--- src/cps_params.svh ---
// constants of the cell protection sequencer
// How it works
// RQ1 - sample once per second, faster when overcharged
// RQ2 - four consecutive over-limit samples turn switch off
// RQ3 - one severe-overcharge sample turns off at once
// RQ4 - load or cell below limit restores conduction
// RQ5 - enable rise retries, off again after 1.75 s
// RQ6 - overcharge turn-off drives indicator and cell bypass
// RQ7 - cell below limit releases indicator and bypass
// RQ8 - indicator driven high above limit, else released
// RQ9 - overcharged state conducts discharge, blocks charge
// RQ10 - four 1 Hz under-limit samples turn off
// RQ11 - charger detection ends overdischarge turn-off
// RQ12 - enable rise retries, off again after 4 s
// RQ13 - sustained over-current in either direction turns off
// RQ14 - over-current recovery only by enable low-high
// RQ15 - enable absent holds switch off, present enables
// RQ16 - enable recovery clears sample history and counts
// RQ17 - enable low disconnects the switch bypass resistor
// RQ18 - enable low or absent means sleep, switch off
// RQ19 - fast rate until four samples below limit
// RQ20 - switch follows enable rise 5 ms, fall 3 ms
// RQ21 - short enable pulses are ignored
// RQ22 - a failing sample clears its consecutive counter
`ifndef CPS_PARAMS_SVH
`define CPS_PARAMS_SVH

`define CPS_CLK_HZ 25000000
`define CPS_CYC_PER_MS (`CPS_CLK_HZ / 1000)

`define CPS_T_SAMPLE_MS 1000
`define CPS_T_SAMPLE_FAST_MS 250
`define CPS_T_OVC_RETRY_MS 1750
`define CPS_T_OVD_RETRY_MS 4000
`define CPS_T_OC_MS 6
`define CPS_T_EN_RISE_MS 5
`define CPS_T_EN_FALL_MS 3

`define CPS_SAMPLE_CYC (`CPS_T_SAMPLE_MS * `CPS_CYC_PER_MS)
`define CPS_SAMPLE_FAST_CYC (`CPS_T_SAMPLE_FAST_MS * `CPS_CYC_PER_MS)
`define CPS_OVC_RETRY_CYC (`CPS_T_OVC_RETRY_MS * `CPS_CYC_PER_MS)
`define CPS_OVD_RETRY_CYC (`CPS_T_OVD_RETRY_MS * `CPS_CYC_PER_MS)
`define CPS_OC_CYC (`CPS_T_OC_MS * `CPS_CYC_PER_MS)
`define CPS_EN_RISE_CYC (`CPS_T_EN_RISE_MS * `CPS_CYC_PER_MS)
`define CPS_EN_FALL_CYC (`CPS_T_EN_FALL_MS * `CPS_CYC_PER_MS)

`define CPS_N_SAMPLE 3'h4
`define CPS_N_BELOW 3'h4

`define CPS_ADDR_CTRL 12'h000
`define CPS_ADDR_STATUS 12'h004
`define CPS_CTRL_FORCE_OFF 0
`define CPS_CTRL_RST 1'h0

`define CPS_STAT_GATE 0
`define CPS_STAT_SLEEP 1
`define CPS_STAT_FAST 2
`define CPS_STAT_FULL 3
`define CPS_STAT_OVC 4
`define CPS_STAT_OVD 5
`define CPS_STAT_OC 6
`define CPS_STAT_ENF 7
`define CPS_STAT_RETRY 8
`define CPS_STAT_FORCE 9
`define CPS_STAT_OVC_CNT 12
`define CPS_STAT_OVD_CNT 16
`define CPS_STAT_BELOW_CNT 20

`endif

--- src/cps_pkg.sv ---
// types of the cell protection sequencer
package cps_pkg;

    typedef enum logic [2:0] {
        CPS_ON,
        CPS_OVC,
        CPS_OVD,
        CPS_OC,
        CPS_OVC_RETRY,
        CPS_OVD_RETRY
    } cps_state_type;

    typedef struct packed {
        logic over_max;
        logic over_safe;
        logic below_max_rec;
        logic under_min;
        logic load_det;
        logic charger_det;
        logic oc_chg;
        logic oc_dis;
    } cps_sense_type;

    typedef struct packed {
        logic gate_on;
        logic active_rect;
        logic cell_bypass;
        logic fet_bypass;
        logic full_out;
        logic full_oe;
        logic sleep;
    } cps_drive_type;

    typedef struct packed {
        logic psel;
        logic penable;
        logic pwrite;
        logic [11:0] paddr;
        logic [31:0] pwdata;
    } cps_apb_req_type;

    typedef struct packed {
        logic [31:0] prdata;
        logic pready;
        logic pslverr;
    } cps_apb_rsp_type;

    typedef struct packed {
        cps_state_type st;
        logic en_flt;
        logic [31:0] en_cnt;
        logic [31:0] smp_cnt;
        logic [31:0] retry_cnt;
        logic [31:0] oc_cnt;
        logic [2:0] ovc_cnt;
        logic [2:0] ovd_cnt;
        logic [2:0] below_cnt;
        logic fast;
        logic ovc_flag;
        logic force_off;
        logic [31:0] prdata;
    } cps_reg_type;

endpackage : cps_pkg

--- src/cps_sequencer.sv ---
// sequencer logic of the cell protection block
`timescale 1ns/10ps
`include "cps_params.svh"

module cps_sequencer #(
    parameter int unsigned SAMPLE_CYC = `CPS_SAMPLE_CYC,
    parameter int unsigned SAMPLE_FAST_CYC = `CPS_SAMPLE_FAST_CYC,
    parameter int unsigned OVC_RETRY_CYC = `CPS_OVC_RETRY_CYC,
    parameter int unsigned OVD_RETRY_CYC = `CPS_OVD_RETRY_CYC,
    parameter int unsigned OC_CYC = `CPS_OC_CYC,
    parameter int unsigned EN_RISE_CYC = `CPS_EN_RISE_CYC,
    parameter int unsigned EN_FALL_CYC = `CPS_EN_FALL_CYC
) (
    input wire logic core_clk_i,
    input wire logic reset_i,
    input wire logic enable_i,
    input wire cps_pkg::cps_sense_type sense_i,
    input wire cps_pkg::cps_apb_req_type apb_i,
    output cps_pkg::cps_apb_rsp_type apb_o,
    output cps_pkg::cps_drive_type drive_o
);
    import cps_pkg::*;

    cps_reg_type s_ff;
    cps_reg_type nxt_s;

    logic en_rise;
    logic awake;
    logic tick;
    logic conducting;
    logic oc_now;
    logic setup;
    logic access;
    logic addr_ok;
    logic [31:0] period;
    logic [31:0] status_word;

    function automatic logic done(input logic [31:0] cnt, input int unsigned lim);
        done = (cnt >= (lim - 32'h1));
    endfunction : done

    function automatic logic [2:0] inc3(input logic [2:0] v);
        inc3 = (v == 3'h7) ? v : v + 3'h1;
    endfunction : inc3

    function automatic cps_reg_type clear_history(input cps_reg_type r);
        cps_reg_type t;
        t = r;
        t.smp_cnt = 32'h0;
        t.oc_cnt = 32'h0;
        t.ovc_cnt = 3'h0;
        t.ovd_cnt = 3'h0;
        t.below_cnt = 3'h0;
        t.fast = 1'b0;
        clear_history = t;
    endfunction : clear_history

    assign awake = s_ff.en_flt && !s_ff.force_off;
    assign period = s_ff.fast ? SAMPLE_FAST_CYC : SAMPLE_CYC;
    assign tick = awake && done(s_ff.smp_cnt, period);
    assign conducting = awake && ((s_ff.st == CPS_ON) || (s_ff.st == CPS_OVC_RETRY)
        || (s_ff.st == CPS_OVD_RETRY) || ((s_ff.st == CPS_OVC) && sense_i.load_det));
    assign oc_now = sense_i.oc_chg || sense_i.oc_dis;
    assign setup = apb_i.psel && !apb_i.penable;
    assign access = apb_i.psel && apb_i.penable;
    assign addr_ok = (apb_i.paddr == `CPS_ADDR_CTRL) || (apb_i.paddr == `CPS_ADDR_STATUS);

    always_comb begin
        status_word = 32'h0;
        status_word[`CPS_STAT_GATE] = drive_o.gate_on;
        status_word[`CPS_STAT_SLEEP] = drive_o.sleep;
        status_word[`CPS_STAT_FAST] = s_ff.fast;
        status_word[`CPS_STAT_FULL] = s_ff.ovc_flag;
        status_word[`CPS_STAT_OVC] = (s_ff.st == CPS_OVC);
        status_word[`CPS_STAT_OVD] = (s_ff.st == CPS_OVD);
        status_word[`CPS_STAT_OC] = (s_ff.st == CPS_OC);
        status_word[`CPS_STAT_ENF] = s_ff.en_flt;
        status_word[`CPS_STAT_RETRY] = (s_ff.st == CPS_OVC_RETRY) || (s_ff.st == CPS_OVD_RETRY);
        status_word[`CPS_STAT_FORCE] = s_ff.force_off;
        status_word[`CPS_STAT_OVC_CNT +: 3] = s_ff.ovc_cnt;
        status_word[`CPS_STAT_OVD_CNT +: 3] = s_ff.ovd_cnt;
        status_word[`CPS_STAT_BELOW_CNT +: 3] = s_ff.below_cnt;
    end

    always_comb begin
        nxt_s = s_ff;
        en_rise = 1'b0;

        // enable qualification: level must stand for the full delay
        if (s_ff.en_flt) begin
            if (enable_i) begin
                nxt_s.en_cnt = 32'h0;
            end else if (done(s_ff.en_cnt, EN_FALL_CYC)) begin // [RQ20] [RQ21]
                nxt_s.en_flt = 1'b0;
                nxt_s.en_cnt = 32'h0;
            end else begin
                nxt_s.en_cnt = s_ff.en_cnt + 32'h1;
            end
        end else begin
            if (!enable_i) begin
                nxt_s.en_cnt = 32'h0;
            end else if (done(s_ff.en_cnt, EN_RISE_CYC)) begin // [RQ20] [RQ21]
                nxt_s.en_flt = 1'b1;
                nxt_s.en_cnt = 32'h0;
                en_rise = 1'b1;
            end else begin
                nxt_s.en_cnt = s_ff.en_cnt + 32'h1;
            end
        end

        // sample timer, held at zero while asleep or forced off
        if (!awake) begin
            nxt_s.smp_cnt = 32'h0; // [RQ18]
        end else if (tick) begin
            nxt_s.smp_cnt = 32'h0; // [RQ1]
        end else begin
            nxt_s.smp_cnt = s_ff.smp_cnt + 32'h1;
        end

        // rate selection and indicator follow each sample
        if (tick) begin
            if (sense_i.over_max) begin
                nxt_s.fast = 1'b1; // [RQ1] [RQ19]
                nxt_s.below_cnt = 3'h0;
            end else begin
                nxt_s.below_cnt = inc3(s_ff.below_cnt);
                if (inc3(s_ff.below_cnt) >= `CPS_N_BELOW) begin
                    nxt_s.fast = 1'b0; // [RQ19]
                end
                nxt_s.ovc_flag = 1'b0; // [RQ7] [RQ8]
            end
        end

        // over-current filter while current can flow
        if (conducting && oc_now) begin
            nxt_s.oc_cnt = s_ff.oc_cnt + 32'h1;
        end else begin
            nxt_s.oc_cnt = 32'h0;
        end

        unique case (s_ff.st)
            CPS_ON: begin
                if (tick) begin
                    if (sense_i.over_max) begin
                        nxt_s.ovc_cnt = inc3(s_ff.ovc_cnt);
                    end else begin
                        nxt_s.ovc_cnt = 3'h0; // [RQ22]
                    end
                    if (sense_i.under_min) begin
                        nxt_s.ovd_cnt = inc3(s_ff.ovd_cnt);
                    end else begin
                        nxt_s.ovd_cnt = 3'h0; // [RQ22]
                    end
                    if (sense_i.over_safe) begin
                        nxt_s.st = CPS_OVC; // [RQ3]
                        nxt_s.ovc_flag = 1'b1; // [RQ6]
                        nxt_s.ovc_cnt = 3'h0;
                    end else if (sense_i.over_max && inc3(s_ff.ovc_cnt) >= `CPS_N_SAMPLE) begin
                        nxt_s.st = CPS_OVC; // [RQ2]
                        nxt_s.ovc_flag = 1'b1; // [RQ6]
                        nxt_s.ovc_cnt = 3'h0;
                    end else if (sense_i.under_min && inc3(s_ff.ovd_cnt) >= `CPS_N_SAMPLE) begin
                        nxt_s.st = CPS_OVD; // [RQ10]
                        nxt_s.ovd_cnt = 3'h0;
                    end
                end
                if (conducting && oc_now && done(s_ff.oc_cnt, OC_CYC)) begin
                    nxt_s.st = CPS_OC; // [RQ13]
                    nxt_s.oc_cnt = 32'h0;
                end
            end
            CPS_OVC: begin
                if (tick && sense_i.over_safe) begin
                    nxt_s.ovc_flag = 1'b1; // [RQ6]
                end
                if (tick && sense_i.below_max_rec) begin
                    nxt_s.st = CPS_ON; // [RQ4]
                end
                if (conducting && oc_now && done(s_ff.oc_cnt, OC_CYC)) begin
                    nxt_s.st = CPS_OC; // [RQ13]
                    nxt_s.oc_cnt = 32'h0;
                end
            end
            CPS_OVD: begin
                if (awake && sense_i.charger_det) begin
                    nxt_s.st = CPS_ON; // [RQ11]
                end
            end
            CPS_OC: begin
                // left only through the enable cycle below
                nxt_s.st = CPS_OC; // [RQ14]
            end
            CPS_OVC_RETRY: begin
                if (awake) begin
                    nxt_s.retry_cnt = s_ff.retry_cnt + 32'h1;
                end
                if (awake && done(s_ff.retry_cnt, OVC_RETRY_CYC)) begin
                    nxt_s.retry_cnt = 32'h0;
                    if (sense_i.over_max) begin
                        nxt_s.st = CPS_OVC; // [RQ5]
                        nxt_s.ovc_flag = 1'b1; // [RQ6]
                    end else begin
                        nxt_s.st = CPS_ON;
                    end
                end
                if (conducting && oc_now && done(s_ff.oc_cnt, OC_CYC)) begin
                    nxt_s.st = CPS_OC; // [RQ13]
                    nxt_s.oc_cnt = 32'h0;
                    nxt_s.retry_cnt = 32'h0;
                end
            end
            CPS_OVD_RETRY: begin
                if (awake) begin
                    nxt_s.retry_cnt = s_ff.retry_cnt + 32'h1;
                end
                if (awake && done(s_ff.retry_cnt, OVD_RETRY_CYC)) begin
                    nxt_s.retry_cnt = 32'h0;
                    nxt_s.st = sense_i.under_min ? CPS_OVD : CPS_ON; // [RQ12]
                end
                if (conducting && oc_now && done(s_ff.oc_cnt, OC_CYC)) begin
                    nxt_s.st = CPS_OC; // [RQ13]
                    nxt_s.oc_cnt = 32'h0;
                    nxt_s.retry_cnt = 32'h0;
                end
            end
        endcase

        // enable recovery: retry the gate and forget all sample history
        if (en_rise) begin
            nxt_s = clear_history(nxt_s); // [RQ16]
            nxt_s.retry_cnt = 32'h0;
            unique case (s_ff.st)
                CPS_OVC, CPS_OVC_RETRY: nxt_s.st = CPS_OVC_RETRY; // [RQ5]
                CPS_OVD, CPS_OVD_RETRY: nxt_s.st = CPS_OVD_RETRY; // [RQ12]
                CPS_OC: nxt_s.st = CPS_ON; // [RQ14]
                CPS_ON: nxt_s.st = CPS_ON;
            endcase
        end

        // register slave: read data latched in setup, write at access
        if (setup) begin
            unique case (apb_i.paddr)
                `CPS_ADDR_CTRL: nxt_s.prdata = {31'h0, s_ff.force_off};
                `CPS_ADDR_STATUS: nxt_s.prdata = status_word;
                default: nxt_s.prdata = 32'h0;
            endcase
        end
        if (access && apb_i.pwrite && apb_i.paddr == `CPS_ADDR_CTRL) begin
            nxt_s.force_off = apb_i.pwdata[`CPS_CTRL_FORCE_OFF];
        end
    end

    always_ff @(posedge core_clk_i or posedge reset_i) begin
        if (reset_i) begin
            s_ff <= '{st: CPS_ON, force_off: `CPS_CTRL_RST, default: '0};
        end else begin
            s_ff <= nxt_s;
        end
    end

    always_comb begin
        apb_o.prdata = s_ff.prdata;
        apb_o.pready = access;
        apb_o.pslverr = access && !addr_ok;
    end

    always_comb begin
        drive_o.sleep = !s_ff.en_flt; // [RQ18]
        // full gate drive only outside faults and with enable present
        drive_o.gate_on = awake && ((s_ff.st == CPS_ON) || (s_ff.st == CPS_OVC_RETRY)
            || (s_ff.st == CPS_OVD_RETRY)); // [RQ15] [RQ5] [RQ12]
        // overcharged: discharge path only, through biased rectification
        drive_o.active_rect = awake && (s_ff.st == CPS_OVC) && sense_i.load_det; // [RQ9] [RQ4]
        drive_o.cell_bypass = s_ff.ovc_flag; // [RQ6] [RQ7]
        drive_o.full_out = 1'b1;
        drive_o.full_oe = s_ff.ovc_flag; // [RQ8]
        drive_o.fet_bypass = s_ff.en_flt && (s_ff.st == CPS_OC); // [RQ17]
    end

endmodule : cps_sequencer

--- config.mk ---
export PLATFORM = sky130hd
export DESIGN_NAME = cps_sequencer
export DESIGN_NICKNAME = d
export VERILOG_FILES = /design/src/cps_pkg.sv /design/src/cps_sequencer.sv
export VERILOG_INCLUDE_DIRS = /design/src /design/src/src
export SDC_FILE = /design/constraint.sdc
export NUM_CORES = 1
export LEC_CHECK = 0
export BUFFER_PORTS_ARGS = -buffer_cell sky130_fd_sc_hd__buf_2
export CAP_MARGIN = 0
export CORE_UTILIZATION = 58
export CTS_CLUSTER_SIZE = 24
export DETAILED_ROUTE_END_ITERATION = 8
export PLACE_DENSITY = 0.79
export SLEW_MARGIN = 5
export SYNTH_ARGS = -nofsm -noshare
export SYNTH_HDL_FRONTEND = slang
export SYNTH_SLANG_ARGS = --single-unit
--- constraint.sdc ---
create_clock -name core_clk_i -period 6.39 [get_ports core_clk_i]
set_clock_uncertainty 0.1 [all_clocks]
set_input_delay 1.278 -clock core_clk_i [delete_from_list [all_inputs] [get_ports core_clk_i]]
set_output_delay 1.278 -clock core_clk_i [all_outputs]
set_load 0.03 [all_outputs]
==> reports/metrics.cfg <==
[clock_network]
tritoncts = yes
htreeDepth = 4
cts_root_buf = clkbuf_16
numCtsBuffers = 17
cts-hold-fix-buffers = 0
cts_resized = 0
post_cts_buffers = 0
clock-sinks = 163
clk_path_buf_depth = 2
clkLatencyLatePin_ps = 420
cts.clk_slew.worst_paths_ps = 60

[placed_design]
dpl.cell_count = 1046
dp_hpwl_microns = 11100
portBuffers = 53
gp_congestion = 0.842

[route]
drt_pre_antenna_iters = 5
wire_per_inst_microns = 15.7
initialDrtViolationCount = 455
drt-vias-per-instance = 5.77
vias = 6222
antenna_left = 0
drc = 0
routed_wl_microns = 16900

[setup_path]
reg2reg_from = s_ff[34]
cp_max_fo = 4
worstPathArrival_ps = 2420
crit_type = input pin to output pin
r2r_slack_ps = 3230
worstSetupStartpointType = input pin
rr_worst_depth = 7
endpoint_kind = output pin
r2r_end = s_ff[123]
required_ps = 5010

[sta]
setup_viol = 0
worstMarginPinSlew_ps = 1060
finalCritPeriodShare = 0.594
hold_viol = 0
fmax_mhz = 264
hold_ws_ps = 364
rsz0062_at_grt = false
finalCriticalPeriod_ps = 3790
final_max_slew_viol_count = 0
finalSetupTns_ps = 0
relSlewSlack = 0.291

[die]
core_area_sq_mm = 0.0138
die_w_microns = 121
core.rowCount = 43
die_area_sq_mm = 0.0146
start_util = 0.593
die_y_microns = 121
io_pins = 99

[logic_synthesis]
yosysTopAreaCellShare = 0.497
synthMuxAreaShare = 0.00763
synth.distinct_cells = 74
synth-compound-area-share = 0.141
synth_top_family_by_area = simple AND/OR/NAND/NOR gates
synth_edf_count = 0
ys_ff_latch = 163
synth_top_cells_by_area = dfrtp_1, nor2_1, xor2_1
synth-main-ff-cell = dfrtp_1
syn_inst = 823
ys_seq_area_frac = 0.497
synth_simple_gate_area_frac = 0.220
yosysTopAreaCell = dfrtp_1
synth_adder_area_share = 0.0229
netlist_area_sq_mm = 0.00820
syn_area_per_cell_sq_um = 9.96
yosys_warnings = 0
async_reset_ff_frac = 1.00
synthXorXnorAreaFrac = 0.0566

[cells_and_area]
fin_nets = 958
final_cells = 1078
antenna_cells = 0
layout-drive-gt1-share = 0.130
postLayoutCoreUtil = 0.661
fill_cells = 1112
syn_to_final_growth_pct = 11.6

[pwr]
power_density_mw_per_mm2 = 278
vdd_drop_max_mv = 0.239
leakagePower_nw = 4.05

[global_routing]
antenna_found_initial = 0
grt_pass1_vias = 5801
grt_max_degree = 123
grt_pass1_wl_microns = 28100
gr-total-overflow = 0
grtUsageTotal = 0.245

[hold_path]
min_path_cells = 1
holdCritPathClass = flip-flop to flip-flop
hp-start = s_ff[108]
worstHoldEndpoint = s_ff[108]

[outcome]
status = finished, final reports clean

[run]
cap_viol_max_count = 0

registers in the layout, indices dropped and copies added (netlist names):
name     cells
s_ff       143
drive_o      1
apb_o       19
synth_stat cells, types with 15 or more instances:
cell type and instances:
nand3_1 32, dfrtp_1 163, xor2_1 34, nand2_1 72, nand4_1 20, xnor2_1 19, nor4_1 19, ha_1 15
nor2_1 97, and3_1 24, nor3_1 27, buf_4 38, o21ai_0 22, a21oi_1 28
cells by family (layout without fill, tap and decap cells):
family                     count (synthesis)  after routing
muxes                                      6              6
adders and majority gates                 15             15
DFF                                      163            163
AOI/OAI and AO/OA                        152            152
xor gates and xnor gates                  53             53
buffers and inverters                     76            104
other                                      2             49
and+or+nand+nor                          356            356
worst max-delay path: stages:
cell     delay, ps
buf_2           90
nor4_1         290
nand2_1         80
nor4_1         400
nor2b_1         90
buf_2          190
cells in the final DEF (no fill, tap or decap), drive strengths merged, types with 10 or more instances in the layout:
| cell type | netlist | layout |
|---|---|---|
| conb | 2 | 49 |
| o21a | 10 | 10 |
| and3 | 24 | 24 |
| and2 | 13 | 13 |
| nand3 | 32 | 32 |
| xnor2 | 19 | 19 |
| inv | 14 | 18 |
| nor2 | 98 | 98 |
| ha | 15 | 15 |
| a22o | 14 | 14 |
| nor3 | 29 | 29 |
| nand4 | 20 | 20 |
| buf | 47 | 57 |
| nand2 | 73 | 73 |
| a21oi | 29 | 29 |
| clkbuf | 14 | 18 |
| xor2 | 34 | 34 |
| o21ai | 24 | 24 |
| dfrtp | 163 | 163 |
| nor4 | 22 | 22 |
worst max path at each step:
stage,end,from,slack [ps],depth (start not counted)
after global placement,apb_o[0],apb_i[35],2610,6
after global routing,apb_o[0],apb_i[35],2370,6
after detailed placement,apb_o[0],apb_i[35],2600,6
after CTS,apb_o[0],apb_i[35],2600,6
final,apb_o[0],apb_i[35],2600,6
after floorplan,apb_o[10],reset_i,610,1
power breakdown:
| part | internal (mW) | switching, mW | leakage [nW] | total, mW |
|---|---|---|---|---|
| sequential | 1.07 | 0.0611 | 2.18 | 1.13 |
| combinational | 0.118 | 0.245 | 1.57 | 0.363 |
| clock | 0.629 | 0.426 | 0.294 | 1.05 |
| total | 1.81 | 0.731 | 4.05 | 2.55 |
final cells by class:
type,instances,area [sq um],share of cell area
flip-flops and latches,163,4080,0.446
multi-input cells,631,3870,0.423
clock buffers,18,439,0.0480
repair buffers,57,295,0.0323
well taps,180,225,0.0246
clock inverters,14,175,0.0192
inverters,15,61.3,0.00670
through the flow:
step | worst slack [ps] | area, sq um | power, mW
after floorplan | 607 | 8380 | 1.43
after CTS | 2600 | 9150 | 2.56
after global placement | 2610 | 8530 | 1.49
after detailed placement | 2600 | 8530 | 1.50
final | 2600 | 9150 | 2.55
after global routing | 2370 | 9150 | 2.65
routing by layer:
metal	track usage	vias to the layer above	part of all wire
li1	-	2995	-
met1	0.330	3063	0.45
met2	0.395	146	0.49
met3	0.0592	18	0.049
met4	0.0725	0	0.014
met5	0	-	0
(Power assumes the default switching activity.)
